File: src/include/ddsl_regs.svh
// timing counts, field positions and pin positions of the word-load port
`ifndef DDSL_REGS_SVH
`define DDSL_REGS_SVH
`define DDSL_FREQ_LAT 5'd18
`define DDSL_PHASE_LAT 5'd13
`define DDSL_RST_ACCEPT 4'd5
`define DDSL_RST_OUT_LAT 4'd13
`define DDSL_RECOVER 4'd2
`define DDSL_WAKE_NS 5000
`define DDSL_CLK_NS 4
`define DDSL_WAKE_CYC (`DDSL_WAKE_NS / `DDSL_CLK_NS)
`define DDSL_PIN_REF 11
`define DDSL_PIN_LOAD 10
`define DDSL_PIN_UPD 9
`define DDSL_PIN_RST 8
`define DDSL_SERIAL_BIT 7
`define DDSL_PD_BIT 34
`define DDSL_PHASE_LSB 35
`define DDSL_NUM_WORDS 3'd5
`define DDSL_SERIAL_BITS 6'd40
`define DDSL_REF_HALF 3'd4
`define DDSL_STEP 6'd4
`define DDSL_RST_HOLD 6'd48
`define DDSL_RECOVER_WAIT 6'd24
`endif

File: src/include/ddsl_pkg.sv
// state types of both ends of the word-load port
package ddsl_pkg;
  typedef enum logic [4:0] {
    dev_run = 5'h01,
    dev_down = 5'h02,
    dev_wake = 5'h04,
    dev_reset = 5'h08,
    dev_recover = 5'h10
  } ddsl_dev_state_t;

  typedef struct packed {
    logic [11:0] sy0;
    logic [11:0] sy1;
    logic [11:0] sy2;
    logic [11:0] lvl;
    ddsl_dev_state_t st;
    logic [39:0] input_reg;
    logic [2:0] ptr;
    logic [31:0] freq;
    logic [31:0] freq_pend;
    logic [4:0] phase;
    logic [4:0] phase_pend;
    logic pd_pend;
    logic [4:0] freq_cnt;
    logic [4:0] phase_cnt;
    logic pd;
    logic [31:0] acc;
    logic [13:0] out;
    logic [3:0] rcnt;
    logic [10:0] wcnt;
  } ddsl_dev_t;

  typedef enum logic [7:0] {
    host_idle = 8'h01,
    host_setup = 8'h02,
    host_high = 8'h04,
    host_low = 8'h08,
    host_upd_hi = 8'h10,
    host_upd_lo = 8'h20,
    host_rst_hold = 8'h40,
    host_rst_wait = 8'h80
  } ddsl_host_state_t;

  typedef struct packed {
    ddsl_host_state_t st;
    logic [5:0] cnt;
    logic [2:0] div;
    logic ref_clk;
    logic load;
    logic upd;
    logic rst;
    logic [7:0] bus;
    logic [39:0] word;
    logic [5:0] idx;
    logic ser;
  } ddsl_host_t;
endpackage

File: src/include/ddsl_if.sv
// pins between the controller and the synthesizer word-load port
`timescale 1ns/10ps
interface ddsl_if;
  logic ref_sample_clock;
  logic word_load_strobe;
  logic update_strobe;
  logic master_reset;
  logic [7:0] load_byte_bus;
  modport device (
    input ref_sample_clock,
    input word_load_strobe,
    input update_strobe,
    input master_reset,
    input load_byte_bus
  );
  modport host (
    output ref_sample_clock,
    output word_load_strobe,
    output update_strobe,
    output master_reset,
    output load_byte_bus
  );
endinterface

File: src/core/ddsl_device.sv
// synthesizer end: input register, update commit, reset and core
`timescale 1ns/10ps
`include "ddsl_regs.svh"
module ddsl_device
  import ddsl_pkg::*;
(
  input wire logic clock,
  input wire logic reset_n,
  ddsl_if.device link,
  input wire logic serial_mode,
  output logic [13:0] dds_phase,
  output logic [31:0] active_freq,
  output logic [4:0] active_phase,
  output logic power_down,
  output logic core_ready
);
  ddsl_dev_t r;
  ddsl_dev_t next_r;
  logic ref_tick;
  logic load_rise;
  logic upd_rise;
  logic rst_lvl;
  logic take_update;
  logic lat_run;
  logic out_hold;

  // a pin level counts only once the second and third stages agree
  function automatic logic [11:0] agree(input logic [11:0] second,
                                        input logic [11:0] third,
                                        input logic [11:0] lvl);
    agree = (~(second ^ third) & second) | ((second ^ third) & lvl);
  endfunction

  always_comb begin
    next_r = r;
    // the first stage is read by the second stage only
    next_r.sy0 = {link.ref_sample_clock, link.word_load_strobe,
                  link.update_strobe, link.master_reset,
                  link.load_byte_bus};
    next_r.sy1 = r.sy0;
    next_r.sy2 = r.sy1;
    next_r.lvl = agree(r.sy1, r.sy2, r.lvl);
    ref_tick = next_r.lvl[`DDSL_PIN_REF] & ~r.lvl[`DDSL_PIN_REF];
    load_rise = next_r.lvl[`DDSL_PIN_LOAD] & ~r.lvl[`DDSL_PIN_LOAD];
    upd_rise = next_r.lvl[`DDSL_PIN_UPD] & ~r.lvl[`DDSL_PIN_UPD];
    rst_lvl = next_r.lvl[`DDSL_PIN_RST];
    take_update = upd_rise && (r.st != dev_reset)
                  && (r.st != dev_recover);
    lat_run = ref_tick && (r.st != dev_reset) && (r.st != dev_recover);
    // an accepted reset keeps its output latency past an early release
    out_hold = (r.rcnt >= `DDSL_RST_ACCEPT)
               && (r.rcnt != `DDSL_RST_OUT_LAT);

    // input register keeps loading even while reset is held
    if (load_rise) begin
      if (serial_mode) begin
        // first bit ends in bit 0, the control byte arrives last
        next_r.input_reg = {next_r.lvl[`DDSL_SERIAL_BIT],
                            r.input_reg[39:1]};
      end else if (r.ptr < `DDSL_NUM_WORDS) begin
        next_r.input_reg[8 * (4 - int'(r.ptr)) +: 8] =
          next_r.lvl[7:0];
        next_r.ptr = r.ptr + 3'h1;
      end
    end

    // pending words wait out their latency on reference ticks
    if (lat_run) begin
      if (r.freq_cnt != 5'h00) begin
        next_r.freq_cnt = r.freq_cnt - 5'h01;
        if (r.freq_cnt == 5'h01) begin
          next_r.freq = r.freq_pend;
        end
      end
      if (r.phase_cnt != 5'h00) begin
        next_r.phase_cnt = r.phase_cnt - 5'h01;
        if (r.phase_cnt == 5'h01) begin
          next_r.phase = r.phase_pend;
          next_r.pd = r.pd_pend;
        end
      end
    end

    // a later update restarts the wait and the whole words replace
    if (take_update) begin
      next_r.freq_pend = r.input_reg[31:0];
      next_r.phase_pend = r.input_reg[39:`DDSL_PHASE_LSB];
      next_r.pd_pend = r.input_reg[`DDSL_PD_BIT];
      next_r.freq_cnt = `DDSL_FREQ_LAT;
      next_r.phase_cnt = `DDSL_PHASE_LAT;
      next_r.ptr = 3'h0;
    end

    // reset latency counts in reset and runs on through recovery
    if (ref_tick && (r.rcnt != `DDSL_RST_OUT_LAT)
        && ((r.st == dev_reset) || out_hold)) begin
      next_r.rcnt = r.rcnt + 4'h1;
      if (r.rcnt + 4'h1 == `DDSL_RST_ACCEPT) begin
        // everything but the input register and the output, which waits out the output latency
        next_r.ptr = 3'h0;
        next_r.freq = 32'h0000_0000;
        next_r.freq_pend = 32'h0000_0000;
        next_r.phase = 5'h00;
        next_r.phase_pend = 5'h00;
        next_r.pd_pend = 1'b0;
        next_r.freq_cnt = 5'h00;
        next_r.phase_cnt = 5'h00;
        next_r.pd = 1'b0;
        next_r.acc = 32'h0000_0000;
      end
      if (r.rcnt + 4'h1 == `DDSL_RST_OUT_LAT) begin
        next_r.out = 14'h0000;
      end
    end

    case (r.st)
      dev_run: begin
        if (ref_tick) begin
          next_r.acc = r.acc + r.freq;
          // old output stands until the reset latency has run out
          if (!out_hold) begin
            next_r.out = r.acc[31:18] + {r.phase, 9'h000};
          end
        end
        if (next_r.pd) begin
          next_r.st = dev_down;
        end
      end
      dev_down: begin
        // accumulator frozen while powered down
        if (!next_r.pd) begin
          next_r.wcnt = 11'h000;
          next_r.st = dev_wake;
        end
      end
      dev_wake: begin
        next_r.wcnt = r.wcnt + 11'h001;
        if (r.wcnt == 11'(`DDSL_WAKE_CYC - 1)) begin
          next_r.st = dev_run;
        end
        if (next_r.pd) begin
          next_r.st = dev_down;
        end
      end
      dev_reset: begin
        if (!rst_lvl) begin
          next_r.wcnt = 11'h000;
          // a pulse shorter than the least width is not accepted
          if (next_r.rcnt >= `DDSL_RST_ACCEPT) begin
            next_r.st = dev_recover;
          end else begin
            next_r.rcnt = 4'h0;
            next_r.st = r.pd ? dev_down : dev_run;
          end
        end
      end
      dev_recover: begin
        // wake counter is free here, the reset count is still in use
        if (ref_tick) begin
          next_r.wcnt = r.wcnt + 11'h001;
          if (r.wcnt + 11'h001 == {7'h00, `DDSL_RECOVER}) begin
            next_r.st = dev_run;
          end
        end
      end
      default: begin
        next_r.st = dev_run;
      end
    endcase

    // reset entry takes priority over every other state move
    if (rst_lvl && (r.st != dev_reset)) begin
      next_r.rcnt = 4'h0;
      next_r.st = dev_reset;
    end
  end

  always_ff @(posedge clock or negedge reset_n) begin
    if (!reset_n) begin
      r <= '{st: dev_run, default: '0};
    end else begin
      r <= next_r;
    end
  end

  assign dds_phase = r.out;
  assign active_freq = r.freq;
  assign active_phase = r.phase;
  assign power_down = r.pd;
  assign core_ready = (r.st == dev_run);
endmodule

File: src/flat_wrapper.sv
// flat-port wrapper written by rule: the top's interface ports become plain ports
module ddsl_device_flat import ddsl_pkg::*;
  (clock, reset_n, serial_mode, dds_phase, active_freq, active_phase, power_down, core_ready, link_ref_sample_clock, link_word_load_strobe, link_update_strobe, link_master_reset, link_load_byte_bus);
  ddsl_if link_i ();
  input wire logic clock;
  input wire logic reset_n;
  input wire logic serial_mode;
  output logic [13:0] dds_phase;
  output logic [31:0] active_freq;
  output logic [4:0] active_phase;
  output logic power_down;
  output logic core_ready;
  input wire logic [$bits(link_i.ref_sample_clock)-1:0] link_ref_sample_clock;
  input wire logic [$bits(link_i.word_load_strobe)-1:0] link_word_load_strobe;
  input wire logic [$bits(link_i.update_strobe)-1:0] link_update_strobe;
  input wire logic [$bits(link_i.master_reset)-1:0] link_master_reset;
  input wire logic [$bits(link_i.load_byte_bus)-1:0] link_load_byte_bus;
  assign link_i.ref_sample_clock = link_ref_sample_clock;
  assign link_i.word_load_strobe = link_word_load_strobe;
  assign link_i.update_strobe = link_update_strobe;
  assign link_i.master_reset = link_master_reset;
  assign link_i.load_byte_bus = link_load_byte_bus;
  ddsl_device u_core (.clock(clock), .reset_n(reset_n), .link(link_i), .serial_mode(serial_mode), .dds_phase(dds_phase), .active_freq(active_freq), .active_phase(active_phase), .power_down(power_down), .core_ready(core_ready));
endmodule
File: config.mk
export PLATFORM = sky130hd
export DESIGN_NAME = ddsl_device_flat
export DESIGN_NICKNAME = d
export VERILOG_FILES = /design/src/include/ddsl_pkg.sv /design/src/include/ddsl_if.sv /design/src/core/ddsl_device.sv /design/src/flat_wrapper.sv
export VERILOG_INCLUDE_DIRS = /design/src /design/src/include
export SDC_FILE = /design/constraint.sdc
export NUM_CORES = 1
export LEC_CHECK = 0
export BUFFER_PORTS_ARGS = -buffer_cell sky130_fd_sc_hd__buf_2
export CAP_MARGIN = 10
export CORE_MARGIN = 8
export CORE_UTILIZATION = 61
export CTS_CLUSTER_SIZE = 25
export DETAILED_ROUTE_END_ITERATION = 8
export GPL_TIMING_DRIVEN = 0
export HOLD_SLACK_MARGIN = 0.12
export PLACE_DENSITY = 0.86
export SLEW_MARGIN = 20
export SYNTH_ARGS = -nofsm -noshare
export SYNTH_HDL_FRONTEND = slang
export SYNTH_SLANG_ARGS = --single-unit
File: constraint.sdc
create_clock -name clock -period 3 [get_ports clock]
set_input_delay 0.6 -clock clock [delete_from_list [all_inputs] [get_ports clock]]
set_output_delay 0.6 -clock clock [all_outputs]
set_load 0.05 [all_outputs]
; ---- Word level (Yosys, flattened, before mapping)
; Cells that the tools add are included.
[op_classes]
addsub = 9
n_lt_le_gt_ge = 3
n_eq_ne = 23
shift = 2
n_mux = 42
n_bitwise = 11
reduce_logical = 16
[ops]
columns = op, n
row1 = 139-bit two-way mux, 1
row2 = 32-bit two-way mux, 4
row3 = 121-bit two-way mux, 1
row4 = 46-bit two-way mux, 2
row5 = 5-bit two-way mux, 13
row6 = 11-bit one-hot mux with 4 select lines, 1
row7 = 43-bit two-way mux, 1
row8 = 40-bit bitwise mux, 1
row9 = 40-bit two-way mux, 1
row10 = "8-bit by 33-bit variable shift with 40-bit output, first input constant", 1
row11 = 8-bit by 33-bit variable part select with 40-bit output, 1
row12 = 11-bit two-way mux, 3
row13 = 32-bit negator with 33-bit output, 1
row14 = 32-bit adder, 1
row15 = 14-bit two-way mux, 2
row16 = 5-bit one-hot mux with 5 select lines, 1
row17 = 12-bit bitwise AND, 2
row18 = 16-bit two-way mux, 1
row19 = "5-bit by 1-bit == test with 1-bit output, second input constant", 3
row20 = 15-bit two-way mux, 1
row21 = 14-bit adder, 1
row22 = 4-bit two-way mux, 3
row23 = 12-bit NOT, 1
row24 = 12-bit bitwise OR, 1
row25 = other kinds (38), 58
[word_totals]
regBits = 243
output_inout_bits = 53

; ---- Longest topological paths before layout
[depth]
depth_word = 17
depth_mapped = 11
mapped_depth_nobuf = 11

; ---- Least setup slack after synthesis
; Ideal clock, no wire load.
[synth_timing]
path_kind = register -> register
startpoint = register u_core.r (netlist bit u_core.active_freq[0])
endpoint = register u_core.r[57] (netlist bit)
setup_ps = 140
arrival_time_ps = 2547
required_ps = 2860
path_slack_ps = 313
stages_incl_launch_ff = 12
period_less_slack_ps = 2687
path_cell_list = dfrtp_1 ha_1 inv_1 fa_1 nor2b_1 o31a_1 nor3_2 o31ai_1 a31o_2 a221o_1 a2111oi_0 a211oi_1
[synth_rtl]
columns = item, line_no
row1 = start: declaration, ddsl_device.sv:17  ; ddsl_dev_t r;
row2 = start signal: assignment, ddsl_device.sv:182  ; r <= next_r;

==> results.sh <==
export IMPL_drc=0
export IMPL_wl_per_cell_um=17.99
export IMPL_layout_commonest_cell="dfrtp_1"
export IMPL_die_h_um=157.8
export IMPL_fp_row_count=52
export IMPL_grt_max_degree=99
export IMPL_setup_tns_ns=0
export IMPL_ys_ff_latch=243
export IMPL_hp_class="input port to flip-flop"
export IMPL_tightest_slew_ns=0.8949
export IMPL_finalSetupViolCount=0
export IMPL_dr_pass1_iters=5
export IMPL_min_period_ns=2.847
export IMPL_cts_made_buffers=26
export IMPL_finalHoldViolCount=0
export IMPL_syn_cell_area_um2=12270
export IMPL_htree_levels=1
export IMPL_cts_buffer_depth=3
export IMPL_slew_headroom_pct=39.88
export IMPL_skew_ns=0.01021
export IMPL_dr_total_vias=10050
export IMPL_clk_pin_slew_ns=0.06
export IMPL_fin_crit_sh_pct=94.92
export IMPL_die_x_um=157.8
export IMPL_avgSynthCellArea_um2=9.697
export IMPL_drt_total_wl_mm=29.77
export IMPL_viasPerCell=6.072
export IMPL_path_max_fanout=5
export IMPL_cp_num_buf_inv=0
export IMPL_intPower_uw=7014
export IMPL_crit_start="u_core.active_freq[5]"
export IMPL_critPathCaptureType="flip-flop"
export IMPL_num_io_pins=68
export IMPL_worstReg2RegStart="u_core.active_freq[5]"
export IMPL_synth_edff_count=0
export IMPL_overflow=0
export IMPL_root_buffer="clkbuf_16"
export IMPL_grt_pass1_wl_mm=48.93
export IMPL_worst_skew_pair_late_latency_ns=0.53
export IMPL_dieArea_um2=24900
export IMPL_hold_start="link_update_strobe"
export IMPL_place_worst_setup_slack_ns=-0.07018
export IMPL_core_um2=19970
export IMPL_highest_layer="met4"
export IMPL_syn_to_final_growth_pct=14.75
export IMPL_power_share_combinational_pct=21.6
export IMPL_final_nets=1428
export IMPL_dp_hpwl_mm=20.37
export IMPL_grt_antenna_before_repair=0
export IMPL_maxCapViolCount=0
export IMPL_antenna_left=0
export IMPL_crit_type="flip-flop to flip-flop"
export IMPL_synth_area_top_cells="dfrtp_1, nand2_1, ha_1"
export IMPL_switchingPower_uw=3224
export IMPL_final_cell_mix="dfrtp_1, nand2_1, a21oi_1"
export IMPL_seqPwrFrac_pct=44.1
export IMPL_yosysSeqAreaShare_pct=49.58
export IMPL_report_final_slew_viol_count=0
export IMPL_wl_met1_mm=12.55
export IMPL_ys_flop_type="dfrtp_1"
export IMPL_yosysWarnings=0
export IMPL_ys_async_sr_fraction_pct=100.0
export IMPL_outcome="finished clean"
export IMPL_synth_cell_types=78
export IMPL_cts_sinks=243
export IMPL_drive_above_1_share_pct=16.46
export IMPL_fmax_mhz=351.2
export IMPL_crit_chain="ha_1, a2111oi_0, o21ai_1, a31o_2, a21o_1, a21o_1, a211oi_1, a41oi_1, mux2i_1"
export IMPL_yosys_area_top_type="dfrtp_1"
export IMPL_critical_path_required_ns=3.41
export IMPL_p_sw_share_pct=31.49
export IMPL_yosys_area_top_type_share_pct=49.37
export IMPL_wl_met2_mm=14.32
export IMPL_power_frac_clock_pct=34.3
export IMPL_arrival_ns=3.26
export IMPL_cts_tree="done"
export IMPL_initial_utilization_pct=61.41
export IMPL_setup_ws_ns=0.1525
export IMPL_stdcell_area_um2=14080
export IMPL_place_area_um2=13010
export IMPL_syn_num_nets=1328
export IMPL_n_antenna_cell=0
export IMPL_leakagePower_uw=0.006477
export IMPL_track_usage_pct=24.15
export IMPL_cpPeakStageDelay_ns=0.44
export IMPL_start_kind="flip-flop"
export IMPL_pwr_density_cell_nw_per_um2=727.3
export IMPL_ir_worst_vdd_mv=0.4687
export IMPL_cp_common_cell="a21o_1"
export IMPL_grt_pass1_vias=9793
export IMPL_dr_first_iter_drc_count=811
export IMPL_gp_congestion=0.9176
export IMPL_synth_cells=1265
export IMPL_critical_path_slowest_cell="a2111oi_0"
export IMPL_route_met3_wl_mm=1.892
export IMPL_fillers=1420
export IMPL_port_buffers=67
export IMPL_crit_family="compound AO/OA/AOI/OAI gates"
-- cell type report --
type / instances / area (um2) / share of cell area, %
tap: 270 / 337.8 / 2.400
buffer: 114 / 644.4 / 4.578
inverter: 23 / 86.33 / 0.6133
clock buffer: 37 / 773.2 / 5.493
multi-input combinational: 885 / 5544 / 39.39
clock inverter: 11 / 182.7 / 1.298
sequential: 243 / 6082 / 43.21
timing repair buffer: 72 / 425.4 / 3.022
-- cells by family after synthesis --
group           share of synthesized area (%)
simple gates                            14.82
compound gates                          19.89
flops                                   49.58
buf+inv                                 5.926
fa+ha+maj                               6.079
xor+xnor                                2.785
mux                                    0.9180
-- state kept, by name, summed over array words and instances (netlist names) --
register,cells
u_core.r,167
u_core.active_freq,32
u_core.power_down,1
u_core.dds_phase,14
u_core.active_phase,5
u_core.next_r,24
-- power by group through the flow --
| stage | Combinational, uW | Sequential, uW | Clock (uW) |
|---|---|---|---|
| after floorplan | 1650 | 4360 | 0 |
| after global placement | 2010 | 4490 | 0 |
| after detailed placement | 2110 | 4530 | 0 |
| after CTS | 2160 | 4480 | 3560 |
| after global routing | 2440 | 4580 | 3700 |
| final | 2210 | 4520 | 3510 |
-- synthesized netlist by cell type (9+ instances only) --
cell and count:
xor2_1 16, nor2_1 48, o31ai_1 11, dfrtp_1 242, o21ai_0 90, inv_1 23
nand3_1 29, buf_4 51, clkbuf_1 47, a22o_1 14, xnor2_1 23, ha_1 46
nand2_1 221, mux2i_1 9, o21ai_2 9, and2_1 14, buf_2 10, a21oi_1 113
a22oi_1 44, nor3_1 16, maj3_1 13, a21o_1 17
-- routing by layer --
layer	track usage, %	vias up
met5	0	-
met4	10.88	0
met3	3.576	95
met2	39.78	404
met1	31.17	4878
li1	-	4672
-- metrics by stage --
step           hold WS, ns  total power [uW]  std cells  util [%]
2_1_floorplan       0.3044              6005       1265         -
4_1_cts             0.1606             10200       1653     70.06
3_5_place_dp        0.3347              6641       1604     65.11
3_3_place_gp        0.3315              6504       1602     64.78
5_1_grt             0.1608             10720       1655     70.47
6_report            0.1767             10240       1655     70.47
-- what timing repair did --
item                       in CTS  in global routing
setup endpoints to repair      75                 29
hold buffers                    1                  0
buffers inserted                0                  2
gates resized for setup         6                 11
pin swaps                       0                  4
hold endpoints to repair       59                  0
-- final timing paths --
| path | end | slack, ns | cells after the start |
|---|---|---|---|
| max reg2reg | u_core.r[60] | 0.15 | 9 |
| min in group asynchronous | u_core.r[13] | 0.61 | 2 |
| max in group asynchronous | u_core.r[169] | 1.16 | 4 |
| max | u_core.r[60] | 0.15 | 9 |
| min | u_core.next_r[228] | 0.18 | 1 |
| min reg2reg | u_core.next_r[217] | 0.35 | 0 |
No activity file was read; power rests on OpenSTA's default activity.
